File: src/include/fetch_decode_pkg.sv
// shared types, opcodes and constants of the short-instruction fetch decoder
package fetch_decode_pkg;

	// ==========================================================
	// parcel buffer
	localparam logic [1:0] PARCEL_NONE = 2'h0;
	localparam logic [1:0] PARCEL_ONE = 2'h1;
	localparam logic [1:0] PARCEL_TWO = 2'h2;
	localparam int WORD_SHIFT = 2;
	localparam int HALF_SHIFT = 1;

	// ==========================================================
	// fixed register numbers
	localparam logic [4:0] REG_ZERO = 5'h00;
	localparam logic [4:0] REG_S0 = 5'h10;
	localparam logic [4:0] REG_S1 = 5'h11;
	localparam logic [4:0] REG_SP = 5'h1D;
	localparam logic [4:0] REG_RA = 5'h1F;

	// ==========================================================
	// major opcodes of the short forms
	localparam logic [5:0] MAJ_POOL_ARITH = 6'h01;
	localparam logic [5:0] MAJ_MOVE = 6'h03;
	localparam logic [5:0] MAJ_POOL_CTRL = 6'h11;
	localparam logic [5:0] MAJ_LOAD_SP = 6'h12;
	localparam logic [5:0] MAJ_POOL_ADDI = 6'h13;
	localparam logic [5:0] MAJ_POOL_ADDR = 6'h1B;
	localparam logic [5:0] MAJ_STORE_BYTE = 6'h22;
	localparam logic [5:0] MAJ_BRANCH_ZERO = 6'h23;
	localparam logic [5:0] MAJ_STORE_HALF = 6'h2A;
	localparam logic [5:0] MAJ_BRANCH_NZ = 6'h2B;
	localparam logic [5:0] MAJ_STORE_SP = 6'h32;
	localparam logic [5:0] MAJ_BRANCH = 6'h33;
	localparam logic [5:0] MAJ_NEGATE = 6'h39;
	localparam logic [5:0] MAJ_STORE_WORD = 6'h3A;

	// ==========================================================
	// minor opcodes
	localparam logic MINOR_ADDI_SAME = 1'h0;
	localparam logic MINOR_ADDI_TWO = 1'h0;
	localparam logic MINOR_SUB = 1'h1;
	localparam logic [5:0] MINOR_BREAK = 6'h2C;
	localparam logic [5:0] MINOR_DEBUG = 6'h3B;
	localparam logic [4:0] MINOR_JR = 5'h0C;
	localparam logic [4:0] MINOR_JRC = 5'h0D;
	localparam logic [4:0] MINOR_JALR = 5'h0E;
	localparam logic [4:0] MINOR_JALRS = 5'h0F;
	localparam logic [4:0] MINOR_RET_ADJ = 5'h18;

	// ==========================================================
	// decoded instruction
	typedef enum logic [4:0] {
		op_other, op_long, op_nop, op_move, op_add_imm, op_add, op_sub,
		op_load_word, op_store_byte, op_store_half, op_store_word,
		op_branch, op_branch_zero, op_branch_nonzero, op_jump_reg,
		op_jump_link_reg, op_return_adjust, op_break, op_debug_break
	} op_t;

	typedef enum logic [1:0] {slot_none, slot_any, slot_short, slot_long} slot_t;

	typedef struct packed {
		logic valid;
		logic is_long;
		logic [31:0] instr;
		op_t op;
		logic [4:0] rd;
		logic [4:0] rs;
		logic [4:0] rt;
		logic wr_en;
		logic [31:0] imm;
		slot_t slot;
		logic brk;
		logic dbg;
		logic [3:0] code;
	} dec_t;

	typedef struct packed {
		logic end_s1;
		logic end_s2;
		logic [2:0][15:0] parcel;
		logic [1:0] cnt;
		logic rdy;
		dec_t dec;
	} fe_state_t;

	// length comes from the major opcode alone
	function automatic logic is_short(input logic [5:0] major);
		case (major)
			MAJ_POOL_ARITH, MAJ_MOVE, MAJ_POOL_CTRL, MAJ_LOAD_SP, MAJ_POOL_ADDI,
			MAJ_POOL_ADDR, MAJ_STORE_BYTE, MAJ_BRANCH_ZERO, MAJ_STORE_HALF,
			MAJ_BRANCH_NZ, MAJ_STORE_SP, MAJ_BRANCH, MAJ_NEGATE,
			MAJ_STORE_WORD: is_short = 1'b1;
			default: is_short = 1'b0;
		endcase
	endfunction

	function automatic logic [31:0] two_reg_imm(input logic [2:0] code);
		case (code)
			3'h0: two_reg_imm = 32'hFFFFFFFF;
			3'h1: two_reg_imm = 32'h00000001;
			3'h2: two_reg_imm = 32'h00000004;
			3'h3: two_reg_imm = 32'h00000008;
			3'h4: two_reg_imm = 32'h0000000C;
			3'h5: two_reg_imm = 32'h00000010;
			3'h6: two_reg_imm = 32'h00000014;
			default: two_reg_imm = 32'h00000018;
		endcase
	endfunction

endpackage

File: src/core/parcel_order.sv
// splits a fetched word into first and second parcel by endianness
`timescale 1ns/1ps
module parcel_order (
	input wire logic [31:0] i_word, // fetched memory word
	input wire logic i_big_endian, // high for big-endian order
	output logic [15:0] o_first, // lower-addressed parcel
	output logic [15:0] o_second // higher-addressed parcel
);
	always_comb begin
		if (i_big_endian) begin
			o_first = i_word[31:16];
			o_second = i_word[15:0];
		end else begin
			o_first = i_word[15:0];
			o_second = i_word[31:16];
		end
	end
endmodule

File: src/core/short_reg_map.sv
// maps a 3-bit short register code to a general register number
`timescale 1ns/1ps
module short_reg_map (
	input wire logic [2:0] i_code, // 3-bit register code
	input wire logic i_store_src, // high for store source set
	output logic [4:0] o_reg // general register number
);
	always_comb begin
		case (i_code)
			3'h0: o_reg = i_store_src ? fetch_decode_pkg::REG_ZERO
				: fetch_decode_pkg::REG_S0;
			3'h1: o_reg = fetch_decode_pkg::REG_S1;
			default: o_reg = {2'h0, i_code};
		endcase
	end
endmodule

File: src/core/short_fetch_decoder.sv
// fetch parcel buffer and short/long instruction decoder
// How it works
// - big-endian: first parcel bits 31..16
// - little-endian: first parcel bits 15..0
// - long instruction built from two parcels
// - earlier parcel forms upper half
// - parcels consumed in ascending address order
// - five-bit register fields decode linearly
// - move takes two unrestricted register fields
// - stack load/store offset scaled by four
// - four add-immediate forms decoded
// - move r0,r0 is no-op, no effect
// - negate is subtract from register zero
// - short branch offset scaled by two
// - breakpoints carry code, six-bit minor
// - two link-jump forms, long/short slot
// - compact jump has no delay slot
// - zero branches: 3-bit register, 7-bit offset
// - return-adjust: immediate, no register field
// - add-immediate widths 4, 9, 3, 6
// - short register width per instruction
// - length from first parcel major opcode
// - major opcode sits in top bits
// - short codes 0,1 select 16,17
// - store source code 0 selects zero
`timescale 1ns/1ps
module short_fetch_decoder (
	input wire logic i_ref_clk, // core clock
	input wire logic i_rstn, // synchronous reset, active low
	input wire logic i_ce, // clock enable, freezes all state
	input wire logic i_big_endian, // endianness pin, asynchronous
	input wire logic i_flush, // drop buffered parcels and output
	input wire logic i_fetch_valid, // fetched word offered
	input wire logic [31:0] i_fetch_word, // fetched aligned word
	output logic o_fetch_ready, // buffer can take a word
	input wire logic i_dec_ready, // consumer takes o_dec
	output fetch_decode_pkg::dec_t o_dec // decoded instruction
);
	// ==========================================================
	// state
	fetch_decode_pkg::fe_state_t s_reg;
	fetch_decode_pkg::fe_state_t s_next;
	logic [15:0] first_parcel;
	logic [15:0] second_parcel;
	logic [15:0] head;
	logic short_head;
	logic take;
	logic emit;
	logic accept;
	logic [1:0] used;
	logic [1:0] rem;
	logic [2:0] map_code [4];
	logic [4:0] map_reg [4];
	fetch_decode_pkg::dec_t d;

	assign head = s_reg.parcel[0];

	parcel_order u_order (
		.i_word(i_fetch_word),
		.i_big_endian(s_reg.end_s2),
		.o_first(first_parcel),
		.o_second(second_parcel)
	);

	// ==========================================================
	// short register code maps
	assign map_code[0] = head[9:7];
	assign map_code[1] = head[6:4];
	assign map_code[2] = head[3:1];
	assign map_code[3] = head[9:7];

	genvar g;
	generate
		for (g = 0; g < 4; g++) begin : g_map
			short_reg_map u_map (
				.i_code(map_code[g]),
				.i_store_src(g == 3),
				.o_reg(map_reg[g])
			);
		end
	endgenerate

	// ==========================================================
	// decode of the head instruction
	always_comb begin
		d = '0;
		d.valid = 1'b1;
		d.is_long = !short_head;
		if (short_head) begin
			d.instr = {16'h0000, head};
		end else begin
			d.instr = {head, s_reg.parcel[1]};
		end
		if (!short_head) begin
			d.op = fetch_decode_pkg::op_long;
			d.rt = d.instr[25:21];
			d.rs = d.instr[20:16];
			d.rd = d.instr[15:11];
		end else begin
			case (head[15:10])
				fetch_decode_pkg::MAJ_MOVE: begin
					d.rd = head[9:5];
					d.rs = head[4:0];
					if (d.rd == fetch_decode_pkg::REG_ZERO
						&& d.rs == fetch_decode_pkg::REG_ZERO) begin
						d.op = fetch_decode_pkg::op_nop;
					end else begin
						d.op = fetch_decode_pkg::op_move;
						d.wr_en = 1'b1;
					end
				end
				fetch_decode_pkg::MAJ_POOL_ADDI: begin
					d.op = fetch_decode_pkg::op_add_imm;
					d.wr_en = 1'b1;
					if (head[0] == fetch_decode_pkg::MINOR_ADDI_SAME) begin
						d.rd = head[9:5];
						d.rs = head[9:5];
						d.imm = {{28{head[4]}}, head[4:1]};
					end else begin
						d.rd = fetch_decode_pkg::REG_SP;
						d.rs = fetch_decode_pkg::REG_SP;
						d.imm = {{23{head[9]}}, head[9:1]} << fetch_decode_pkg::WORD_SHIFT;
					end
				end
				fetch_decode_pkg::MAJ_POOL_ADDR: begin
					d.op = fetch_decode_pkg::op_add_imm;
					d.wr_en = 1'b1;
					d.rd = map_reg[0];
					if (head[0] == fetch_decode_pkg::MINOR_ADDI_TWO) begin
						d.rs = map_reg[1];
						d.imm = fetch_decode_pkg::two_reg_imm(head[3:1]);
					end else begin
						d.rs = fetch_decode_pkg::REG_SP;
						d.imm = {26'h0000000, head[6:1]} << fetch_decode_pkg::WORD_SHIFT;
					end
				end
				fetch_decode_pkg::MAJ_POOL_ARITH: begin
					d.rs = map_reg[0];
					d.rt = map_reg[1];
					d.rd = map_reg[2];
					d.wr_en = 1'b1;
					d.op = (head[0] == fetch_decode_pkg::MINOR_SUB)
						? fetch_decode_pkg::op_sub : fetch_decode_pkg::op_add;
				end
				fetch_decode_pkg::MAJ_NEGATE: begin
					d.op = fetch_decode_pkg::op_sub;
					d.rs = fetch_decode_pkg::REG_ZERO;
					d.rt = map_reg[1];
					d.rd = map_reg[0];
					d.wr_en = 1'b1;
				end
				fetch_decode_pkg::MAJ_LOAD_SP: begin
					d.op = fetch_decode_pkg::op_load_word;
					d.rd = head[9:5];
					d.rs = fetch_decode_pkg::REG_SP;
					d.imm = {27'h0000000, head[4:0]} << fetch_decode_pkg::WORD_SHIFT;
					d.wr_en = 1'b1;
				end
				fetch_decode_pkg::MAJ_STORE_SP: begin
					d.op = fetch_decode_pkg::op_store_word;
					d.rt = head[9:5];
					d.rs = fetch_decode_pkg::REG_SP;
					d.imm = {27'h0000000, head[4:0]} << fetch_decode_pkg::WORD_SHIFT;
				end
				fetch_decode_pkg::MAJ_BRANCH_ZERO, fetch_decode_pkg::MAJ_BRANCH_NZ: begin
					d.op = (head[15:10] == fetch_decode_pkg::MAJ_BRANCH_ZERO)
						? fetch_decode_pkg::op_branch_zero
						: fetch_decode_pkg::op_branch_nonzero;
					d.rs = map_reg[0];
					d.imm = {{25{head[6]}}, head[6:0]} << fetch_decode_pkg::HALF_SHIFT;
					d.slot = fetch_decode_pkg::slot_any;
				end
				fetch_decode_pkg::MAJ_BRANCH: begin
					d.op = fetch_decode_pkg::op_branch;
					d.imm = {{22{head[9]}}, head[9:0]} << fetch_decode_pkg::HALF_SHIFT;
					d.slot = fetch_decode_pkg::slot_any;
				end
				fetch_decode_pkg::MAJ_STORE_BYTE: begin
					d.op = fetch_decode_pkg::op_store_byte;
					d.rt = map_reg[3];
					d.rs = map_reg[1];
					d.imm = {28'h0000000, head[3:0]};
				end
				fetch_decode_pkg::MAJ_STORE_HALF: begin
					d.op = fetch_decode_pkg::op_store_half;
					d.rt = map_reg[3];
					d.rs = map_reg[1];
					d.imm = {28'h0000000, head[3:0]} << fetch_decode_pkg::HALF_SHIFT;
				end
				fetch_decode_pkg::MAJ_STORE_WORD: begin
					d.op = fetch_decode_pkg::op_store_word;
					d.rt = map_reg[3];
					d.rs = map_reg[1];
					d.imm = {28'h0000000, head[3:0]} << fetch_decode_pkg::WORD_SHIFT;
				end
				fetch_decode_pkg::MAJ_POOL_CTRL: begin
					if (head[9:4] == fetch_decode_pkg::MINOR_BREAK) begin
						d.op = fetch_decode_pkg::op_break;
						d.brk = 1'b1;
						d.code = head[3:0];
					end else if (head[9:4] == fetch_decode_pkg::MINOR_DEBUG) begin
						d.op = fetch_decode_pkg::op_debug_break;
						d.dbg = 1'b1;
						d.code = head[3:0];
					end else begin
						d.rs = head[4:0];
						case (head[9:5])
							fetch_decode_pkg::MINOR_JR: begin
								d.op = fetch_decode_pkg::op_jump_reg;
								d.slot = fetch_decode_pkg::slot_any;
							end
							fetch_decode_pkg::MINOR_JRC: begin
								d.op = fetch_decode_pkg::op_jump_reg;
								d.slot = fetch_decode_pkg::slot_none;
							end
							fetch_decode_pkg::MINOR_JALR, fetch_decode_pkg::MINOR_JALRS: begin
								d.op = fetch_decode_pkg::op_jump_link_reg;
								d.rd = fetch_decode_pkg::REG_RA;
								d.wr_en = 1'b1;
								d.slot = (head[9:5] == fetch_decode_pkg::MINOR_JALR)
									? fetch_decode_pkg::slot_long
									: fetch_decode_pkg::slot_short;
							end
							fetch_decode_pkg::MINOR_RET_ADJ: begin
								d.op = fetch_decode_pkg::op_return_adjust;
								d.rs = fetch_decode_pkg::REG_RA;
								d.rd = fetch_decode_pkg::REG_SP;
								d.wr_en = 1'b1;
								d.imm = {27'h0000000, head[4:0]} << fetch_decode_pkg::WORD_SHIFT;
							end
							default: begin
								d.op = fetch_decode_pkg::op_other;
								d.rs = fetch_decode_pkg::REG_ZERO;
							end
						endcase
					end
				end
				default: d.op = fetch_decode_pkg::op_other;
			endcase
		end
	end

	// ==========================================================
	// parcel buffer and output stage
	always_comb begin
		s_next = s_reg;
		short_head = fetch_decode_pkg::is_short(head[15:10]);
		take = (s_reg.cnt != fetch_decode_pkg::PARCEL_NONE)
			&& (short_head || s_reg.cnt >= fetch_decode_pkg::PARCEL_TWO);
		emit = take && (!s_reg.dec.valid || i_dec_ready);
		accept = s_reg.rdy && i_fetch_valid && !i_flush;
		used = fetch_decode_pkg::PARCEL_NONE;
		if (emit) begin
			used = short_head ? fetch_decode_pkg::PARCEL_ONE : fetch_decode_pkg::PARCEL_TWO;
		end
		rem = s_reg.cnt - used;
		// pin passes two flops before the aligner sees it
		s_next.end_s1 = i_big_endian;
		s_next.end_s2 = s_reg.end_s1;
		if (emit) begin
			s_next.dec = d;
		end else if (i_dec_ready) begin
			s_next.dec.valid = 1'b0;
		end
		// oldest parcel always sits at index zero
		if (used == fetch_decode_pkg::PARCEL_ONE) begin
			s_next.parcel[0] = s_reg.parcel[1];
			s_next.parcel[1] = s_reg.parcel[2];
		end else if (used == fetch_decode_pkg::PARCEL_TWO) begin
			s_next.parcel[0] = s_reg.parcel[2];
		end
		if (accept) begin
			s_next.parcel[rem] = first_parcel;
			s_next.parcel[rem + fetch_decode_pkg::PARCEL_ONE] = second_parcel;
			s_next.cnt = rem + fetch_decode_pkg::PARCEL_TWO;
		end else begin
			s_next.cnt = rem;
		end
		if (i_flush) begin
			s_next.cnt = fetch_decode_pkg::PARCEL_NONE;
			s_next.dec.valid = 1'b0;
		end
		// ready only when a whole word fits behind a leftover parcel
		s_next.rdy = (s_next.cnt <= fetch_decode_pkg::PARCEL_ONE);
	end

	always_ff @(posedge i_ref_clk) begin
		if (!i_rstn) begin
			s_reg <= '0;
		end else if (i_ce) begin
			s_reg <= s_next;
		end
	end

	assign o_fetch_ready = s_reg.rdy;
	assign o_dec = s_reg.dec;
endmodule

File: config.mk
export PLATFORM = sky130hd
export DESIGN_NAME = short_fetch_decoder
export DESIGN_NICKNAME = d
export VERILOG_FILES = /design/src/include/fetch_decode_pkg.sv /design/src/core/parcel_order.sv /design/src/core/short_reg_map.sv /design/src/core/short_fetch_decoder.sv
export SDC_FILE = /design/constraint.sdc
export NUM_CORES = 1
export LEC_CHECK = 0
export BUFFER_PORTS_ARGS = -buffer_cell sky130_fd_sc_hd__clkbuf_2
export CAP_MARGIN = 20
export CORE_MARGIN = 2
export CORE_UTILIZATION = 64
export CTS_BUF_LIST = sky130_fd_sc_hd__clkbuf_8
export DETAILED_ROUTE_END_ITERATION = 7
export PLACE_DENSITY = 0.88
export SLEW_MARGIN = 20
export SYNTH_ARGS = -nofsm -noshare
export SYNTH_HDL_FRONTEND = slang
export SYNTH_SLANG_ARGS = --single-unit
File: constraint.sdc
create_clock -name i_ref_clk -period 9.1 [get_ports i_ref_clk]
set_input_delay 0.91 -clock i_ref_clk [delete_from_list [all_inputs] [get_ports i_ref_clk]]
set_output_delay 0.91 -clock i_ref_clk [all_outputs]
set_load 0.1 [all_outputs]
# Word level (Yosys, flattened, before mapping)
# Memory sizes are Yosys's and may differ from the RTL's. A register that Yosys moved wholly into a read port is not among the register bits.
# Index checks and enable logic that the tools add are counted.
# Widths: inputs -> output; s select.
[totals]
n_memories = 1
mem_bits_ro = 64
out_inout_bits = 96
input_bits = 39
regBits = 148
elab_cells = 160
[memory_table]
columns = ["memory", "depth", "word_bits", "read_ports", "rd_clocked_by_memory_dff", "write_ports", "line", "text"]
rows = [
  ["(no name shown)", 64, 1, 1, 1, 0, "fetch_decode_pkg.sv:88", "case (major)"],
]
[classes]
n_reduce_logical = 37
n_lt_le_gt_ge = 6
add_sub_neg = 3
n_eq_ne = 31
mux = 62
[op_table]
columns = ["cell", "n"]
rows = [
  ["$pmux 32 s9", 1],
  ["$pmux 32 s7", 1],
  ["$mux 32", 4],
  ["$mux 16", 7],
  ["$bwmux 48", 2],
  ["$mux 35", 2],
  ["$demux 16 s2", 2],
  ["$eq 6x6->1 const B", 10],
  ["$pmux 5 s2", 6],
  ["$pmux 5 s11", 1],
  ["$mux 41", 1],
  ["$pmux 5 s7", 1],
  ["$mux 10", 3],
  ["$pmux 5 s3", 2],
  ["$pmux 5 s5", 1],
  ["$eq 6x5->1 const B", 4],
  ["$eq 5x4->1 const B", 4],
  ["$mux 20", 1],
  ["$mux 5", 4],
  ["$mux 6", 3],
  ["$reduce_or 2->1", 9],
  ["$reduce_or 3->1", 4],
  ["$logic_not 5->1", 2],
  ["$mux 1", 10],
  ["29 further kinds", 54],
]

# Depth between registers and ports, before layout
[logic_depth]
depth_word = 15
ltp_mapped = 17
depth_no_buf = 15

# Modules after synthesis
# From an unflattened synthesis, not the netlist that was laid out.
[hier_totals]
cells_unflattened = 1154
area_unflattened_um2 = 8993.6
[by_module_without_submodules]
columns = ["mod", "area_per_inst_um2", "instances", "cells_per_inst", "seq_area_each_um2"]
rows = [
  ["short_fetch_decoder", 8294.2, 1, 1090, 2562.5],
  ["parcel_order", 544.3, 1, 36, 0.0],
  ["short_reg_map", 38.8, 4, 7, 0.0],
]

# Worst setup path before layout
# OpenSTA, ideal clock, no wires.
[synth_timing]
path_kind = "input to register"
from = "in i_dec_ready"
to = "reg short_head (netlist name)"
stages = 16
setup_time_ps = 79
arrival_time_ps = 3365
n_path_buf = 1
required_ps = 9021
path_slack_ps = 5656
path_cell_list = "nand2b_1 -> nand2b_1 -> inv_1 -> ha_1 -> buf_2 -> nor2b_1 -> a21oi_1 -> o21ai_0 -> a211oi_1 -> a311o_1 -> nor2_1 -> inv_1 -> ha_1 -> o32ai_1 -> a2bb2oi_1 -> o211ai_1"
[synth_between]
elab_chain_len = 13
word_cells_on_any_way = 24
classes_between = "add/sub (2); order compare (4); eq/ne (2); mux (12); reduce/logical (4)"
[synth_lines]
columns = ["item", "line", "text"]
rows = [
  ["start, declared", "short_fetch_decoder.sv:36", "input wire logic i_dec_ready,"],
  ["$logic_or 1x1->1 *", "short_fetch_decoder.sv:250", "emit = take && (!s_reg.dec.valid || i_dec_ready);"],
  ["$logic_and 1x1->1 *", "short_fetch_decoder.sv:250", ""],
  ["$mux 2 *", "short_fetch_decoder.sv:253", "if (emit) begin"],
  ["$sub 2x2->2", "short_fetch_decoder.sv:256", "rem = s_reg.cnt - used;"],
  ["$add 2x1->2, or another cell as far along", "short_fetch_decoder.sv:274", "s_next.parcel[rem + fetch_decode_pkg::PARCEL_ONE] = second_parcel;"],
  ["$lt 2x3->1 (not written as such), or another cell as far along", "short_fetch_decoder.sv:274", ""],
  ["$logic_and 1x1->1 (not written as such) / $mux 16 (equally long branches)", "short_fetch_decoder.sv:274, short_fetch_decoder.sv:273", ""],
  ["$mux 16 (not written as such) / $demux 16 s2 (equally long branches)", "short_fetch_decoder.sv:274, short_fetch_decoder.sv:273", ""],
  ["$demux 16 s2 / $bwmux 48 (equally long branches)", "short_fetch_decoder.sv:274, short_fetch_decoder.sv:273", ""],
  ["$bwmux 48", "short_fetch_decoder.sv:274", ""],
  ["$mux 32 *", "short_fetch_decoder.sv:272", "if (accept) begin"],
  ["$mux 6 (no source line) * (2 in a row)", "-", ""],
]
# Mark *: on every way between the ends. The rest lies on a longest branch, timed or not.
# A chain may end at the register's enable or synchronous reset.

# Worst setup path in the final report
[layout_timing]
from = "reg short_head (netlist name)"
to = "reg short_head (netlist name)"
[layout_between]
elab_chain_len = 14
word_cells_on_any_way = 26
classes_between = "add/sub (2); order compare (4); eq/ne (2); mux (13); reduce/logical (5)"
[layout_lines]
columns = ["item", "line", "text"]
rows = [
  ["$logic_or 1x1->1", "short_fetch_decoder.sv:249", "&& (short_head || s_reg.cnt >= fetch_decode_pkg::PARCEL_TWO);"],
  ["$logic_and 1x1->1", "short_fetch_decoder.sv:249", ""],
  ["$logic_and 1x1->1", "short_fetch_decoder.sv:250", ""],
  ["$mux 2 *", "short_fetch_decoder.sv:253", ""],
  ["$sub 2x2->2", "short_fetch_decoder.sv:256", ""],
  ["$add 2x1->2, or another cell as far along", "short_fetch_decoder.sv:274", ""],
  ["$lt 2x3->1 (not written as such), or another cell as far along", "short_fetch_decoder.sv:274", ""],
  ["$logic_and 1x1->1 (not written as such) / $mux 16 (equally long branches)", "short_fetch_decoder.sv:274, short_fetch_decoder.sv:273", ""],
  ["$mux 16 (not written as such) / $demux 16 s2 (equally long branches)", "short_fetch_decoder.sv:274, short_fetch_decoder.sv:273", ""],
  ["$demux 16 s2 / $bwmux 48 (equally long branches)", "short_fetch_decoder.sv:274, short_fetch_decoder.sv:273", ""],
  ["$bwmux 48", "short_fetch_decoder.sv:274", ""],
  ["$mux 32 *", "short_fetch_decoder.sv:272", ""],
  ["$mux 6 (no source line) * (2 in a row)", "-", ""],
]
# Marks and branches as above.

==> impl_table.tex <==
\begin{tabular}{lr}
\hline
Metric & Value \\
\hline
\multicolumn{2}{l}{\textbf{Critical path}} \\
\quad Critical path launch point type & register \\
\quad CP Data Arrival Time & 4.43 ns \\
\quad Worst Reg-to-Reg Cells & 15 \\
\quad Worst setup slack for register-to-register paths & 5.04 ns \\
\quad Critical Setup Path Class & register to register \\
\quad Data required time at the worst endpoint & 9.47 ns \\
\quad Startpoint of the worst register-to-register path & short\_head \\
\quad CP Max Fanout & 27 \\
\quad Crit Reg-Reg Endpoint & short\_head \\
\quad Start point of the critical path & short\_head \\
\quad Last element of the critical path & short\_head \\
\quad Crit end category & register \\
\multicolumn{2}{l}{\textbf{GRT}} \\
\quad Total global routing overflow & 0 \\
\quad Via count of the first global-routing pass & 7751 \\
\quad Overall fraction of global-route tracks in use & 34.3\% \\
\quad Antenna violations before repair & 0 \\
\quad Wire length of the first global-routing pass & 40.3 mm \\
\quad Largest net degree at the start of global routing & 100 \\
\multicolumn{2}{l}{\textbf{STA}} \\
\quad Final setup skew & 0.0192 ns \\
\quad Hold Fails Final Rpt & 0 \\
\quad Share of the cycle needed by the critical path after routing & 44.7\% \\
\quad Number of max-slew violations in the final report & 0 \\
\quad Maximum operating frequency & 246 MHz \\
\quad Final count of negative-setup-slack endpoints & 0 \\
\quad Worst relative slew slack & 29.5\% \\
\quad Clock period minus worst slack & 4.06 ns \\
\quad Post-Route Setup TNS & 0 ns \\
\quad Post-route setup slack & 5.04 ns \\
\quad Unrepaired setup endpoints after global routing & false \\
\quad Measured slew at the worst slew-check pin & 1.05 ns \\
\multicolumn{2}{l}{\textbf{Clock tree}} \\
\quad Sinks on the clock net & 128 \\
\quad CTS Hold Buffers Added & 0 \\
\quad Number of buffers inserted to repair setup after CTS & 0 \\
\quad Root buf cell & sky130\_fd\_sc\_hd\_\_clkbuf\_8 \\
\quad Clock latency of the later-clocked register in the worst-skew pair & 0.46 ns \\
\quad Clock edge transition at the registers on the reported setup and hold paths & 0.08 ns \\
\quad Quantity of gates resized following cts & 0 \\
\quad Number of H-tree branching levels & 4 \\
\quad Clock tree from TritonCTS & built \\
\quad TritonCTS buffer count & 17 \\
\quad Number of buffers between clock root and the deepest sink & 2 \\
\multicolumn{2}{l}{\textbf{Logic synthesis}} \\
\quad Post-synthesis instance area & 0.00874 mm\^{}2 \\
\quad Sequential area share after synthesis & 29.3\% \\
\quad Yosys warning total & 0 \\
\quad Fraction of the mapped netlist area in simple logic gates & 16.0\% \\
\quad Dominant combinational cell family by area after synthesis & compound AO/OA/AOI/OAI gates \\
\quad Count of flip-flops with a built-in enable after synthesis & 0 \\
\quad Unique cell type count in the Yosys netlist & 75 \\
\quad Synthesized net count & 1200 \\
\quad Adder and majority gate portion of the synthesized area & 0.286\% \\
\quad Post-synthesis share of cell area spent on xor and xnor gates & 0.701\% \\
\quad Flop and latch count out of synthesis & 128 \\
\quad Portion of netlist area occupied by mux cells & 4.38\% \\
\quad Avg Cell Area, Syn & 7.54 um\^{}2 \\
\quad Share of async-settable or async-resettable flops after synthesis & 0\% \\
\quad Share of the synthesized area in compound gates (AO/OA/AOI/OAI) & 35.0\% \\
\quad Commonest register cell after synthesis & sky130\_fd\_sc\_hd\_\_dfxtp\_1 \\
\quad Syn Inst Count & 1159 \\
\multicolumn{2}{l}{\textbf{Cells and area}} \\
\quad Number of flip-flops in the largest register & 74 \\
\quad Synth-to-Final Area Change & 2.69\% \\
\quad Number of diodes added for antenna fixing & 0 \\
\quad FF/Latch Area & 0.00256 mm\^{}2 \\
\quad Fill cells & 1170 \\
\quad Area of the multi-input gates & 0.00495 mm\^{}2 \\
\quad Ratio of cells with drive above 1 in the final layout & 17.8\% \\
\quad Number of nets in the layout & 1158 \\
\multicolumn{2}{l}{\textbf{Die}} \\
\quad Chip height & 121 um \\
\quad Standard cell core area & 0.0133 mm\^{}2 \\
\quad Number of primary I/O pins & 135 \\
\quad Total die area & 0.0146 mm\^{}2 \\
\quad Floorplan die width & 121 um \\
\quad Starting density of the core & 65.7\% \\
\quad Number of rows in the core area & 42 \\
\multicolumn{2}{l}{\textbf{Pwr}} \\
\quad Leakage Power & 3.21 nW \\
\quad Power per cell area & 141 mW/mm\^{}2 \\
\quad Maximum vdd drop & 0.0911 mV \\
\multicolumn{2}{l}{\textbf{Route}} \\
\quad Vias & 8814 \\
\quad Detail Route Antenna Nets & 0 \\
\quad First DRT Iteration DRCs & 1036 \\
\quad Routed wire per std cell & 19.2 um \\
\quad Via count normalized by instance count & 6.75 \\
\quad Total routed wirelength & 25.1 mm \\
\quad Number of optimization iterations in the first detailed-route pass & 6 \\
\quad Number of remaining DRC errors & 0 \\
\multicolumn{2}{l}{\textbf{Min path}} \\
\quad Worst hold path startpoint & o\_dec[60] \\
\quad Hold crit path type & register to register \\
\multicolumn{2}{l}{\textbf{Job}} \\
\quad Max Cap Viol & 0 \\
\multicolumn{2}{l}{\textbf{Placement}} \\
\quad Number of port buffers & 134 \\
\quad Half-perimeter wire length after placement & 16.7 mm \\
\quad Final weighted congestion in routability-driven placement & 0.971 \\
\quad Post-placement setup slack & 4.86 ns \\
\multicolumn{2}{l}{\textbf{Status}} \\
\quad Result of the run & completed \\
\hline
\end{tabular}
==> layout make-up <==
cell class | count | area share [%]
Multi-Input combinational cell | 808 | 55.2
Sequential cell | 128 | 28.6
Timing Repair Buffer | 143 | 8.22
Clock buffer | 21 | 3.22
Tap cell | 176 | 2.45
Clock inverter | 11 | 1.55
Inverter | 19 | 0.795
==> power breakdown <==
part / switching (mW) / internal (mW) / total (mW)
registers: 0.0291 / 0.569 / 0.598
logic: 0.0942 / 0.0476 / 0.142
clock network: 0.232 / 0.297 / 0.530
total: 0.356 / 0.914 / 1.27
==> Yosys cell counts, drive strengths merged, types with 13 or more instances <==
library cell	n	share of area [%]
clkbuf	77	3.3
o221ai	16	1.6
nor2b	13	0.93
nand2b	19	1.4
a211oi	61	5.2
a221oi	33	3.4
a22oi	43	3.7
mux2i	36	4.1
nor3	23	1.6
a21oi	140	8.2
buf	127	10
dfxtp	128	29
o22ai	31	2.2
nand2	51	2.2
nor2	136	5.9
inv	17	0.73
and3	14	1.0
nand3	13	0.74
o21ai	76	4.5
==> routing by layer <==
layer | wire length, um | GRT usage, % | share of wire (%) | vias to the layer above
met2 | 11100 | 51.0 | 44 | 569
met1 | 10600 | 48.2 | 42 | 4061
met4 | 604 | 13.1 | 2.4 | 0
met5 | 0 | 0 | 0 | -
met3 | 2760 | 7.80 | 11 | 60
li1 | - | - | - | 4124
==> worst min path at each step <==
stage	endpoint	slack (ns)	cells after the start
after floorplan	o_dec[59]	0.43	2
after global placement	o_dec[58]	0.44	2
after detailed placement	o_dec[6]	0.45	2
after CTS	o_dec[6]	0.46	2
after global routing	o_dec[59]	0.49	2
final	o_dec[60]	0.46	2
==> cells in the final DEF (no fill, tap or decap), types with 4 or more instances in the layout <==
| master | count |
|---|---|
| sky130_fd_sc_hd__inv_1 | 20 |
| sky130_fd_sc_hd__nand2b_1 | 19 |
| sky130_fd_sc_hd__a31oi_1 | 10 |
| sky130_fd_sc_hd__nor2b_1 | 13 |
| sky130_fd_sc_hd__and3_1 | 14 |
| sky130_fd_sc_hd__nor3_1 | 20 |
| sky130_fd_sc_hd__o22ai_1 | 31 |
| sky130_fd_sc_hd__o211ai_1 | 6 |
| sky130_fd_sc_hd__a21oi_1 | 137 |
| sky130_fd_sc_hd__o32ai_1 | 5 |
| sky130_fd_sc_hd__a2bb2oi_1 | 6 |
| sky130_fd_sc_hd__a211oi_1 | 61 |
| sky130_fd_sc_hd__mux2i_1 | 36 |
| sky130_fd_sc_hd__o21ai_0 | 72 |
| sky130_fd_sc_hd__o221ai_1 | 16 |
| sky130_fd_sc_hd__nor2_1 | 132 |
| sky130_fd_sc_hd__a22o_1 | 4 |
| sky130_fd_sc_hd__a221oi_1 | 32 |
| sky130_fd_sc_hd__clkbuf_8 | 21 |
| sky130_fd_sc_hd__buf_4 | 9 |
| sky130_fd_sc_hd__nand2_1 | 51 |
| sky130_fd_sc_hd__or2_2 | 5 |
| sky130_fd_sc_hd__dfxtp_1 | 126 |
| sky130_fd_sc_hd__xnor2_1 | 5 |
| sky130_fd_sc_hd__or3_1 | 7 |
| sky130_fd_sc_hd__a22oi_1 | 43 |
| sky130_fd_sc_hd__nand3_1 | 13 |
| sky130_fd_sc_hd__and2_1 | 7 |
| sky130_fd_sc_hd__clkbuf_2 | 134 |
==> through the flow <==
| step | utilization (%) | area [um^2] | hold slack (ns) | cells | total power, mW |
|---|---|---|---|---|---|
| global placement | 64.2 | 8540 | 0.440 | 1274 | 0.744 |
| global route | 67.5 | 8980 | 0.486 | 1306 | 1.31 |
| CTS | 67.5 | 8970 | 0.460 | 1306 | 1.27 |
| detailed placement | 64.3 | 8550 | 0.450 | 1274 | 0.746 |
| finish | 67.5 | 8980 | 0.457 | 1306 | 1.27 |
| floorplan | - | 8740 | 0.432 | 1159 | 0.701 |
==> critical path, stage by stage, from the launching register on <==
cell,delay [ns]
sky130_fd_sc_hd__dfxtp_2,0.75
sky130_fd_sc_hd__o21ai_0,0.23
sky130_fd_sc_hd__nand2b_1,0.23
sky130_fd_sc_hd__inv_1,0.12
sky130_fd_sc_hd__ha_1,0.26
sky130_fd_sc_hd__nor2b_1,0.25
sky130_fd_sc_hd__a31oi_4,0.10
sky130_fd_sc_hd__a21oi_4,0.66
sky130_fd_sc_hd__a211oi_1,0.17
sky130_fd_sc_hd__a311o_1,0.39
sky130_fd_sc_hd__nor2_1,0.19
sky130_fd_sc_hd__inv_1,0.07
sky130_fd_sc_hd__ha_1,0.19
sky130_fd_sc_hd__o32ai_1,0.11
sky130_fd_sc_hd__a2bb2oi_1,0.10
sky130_fd_sc_hd__o211ai_1,0.17
==> logic make-up (layout without fill, tap and decap cells) <==
group	after synthesis	after routing
adder cells (fa/ha/maj)	2	2
AND/OR/NAND/NOR	300	300
multiplexers	38	38
flip-flops	128	128
XOR/XNOR	7	7
buffers and inverters	223	194
AO/OA/AOI/OAI	461	461
(Power assumes the default switching activity.)
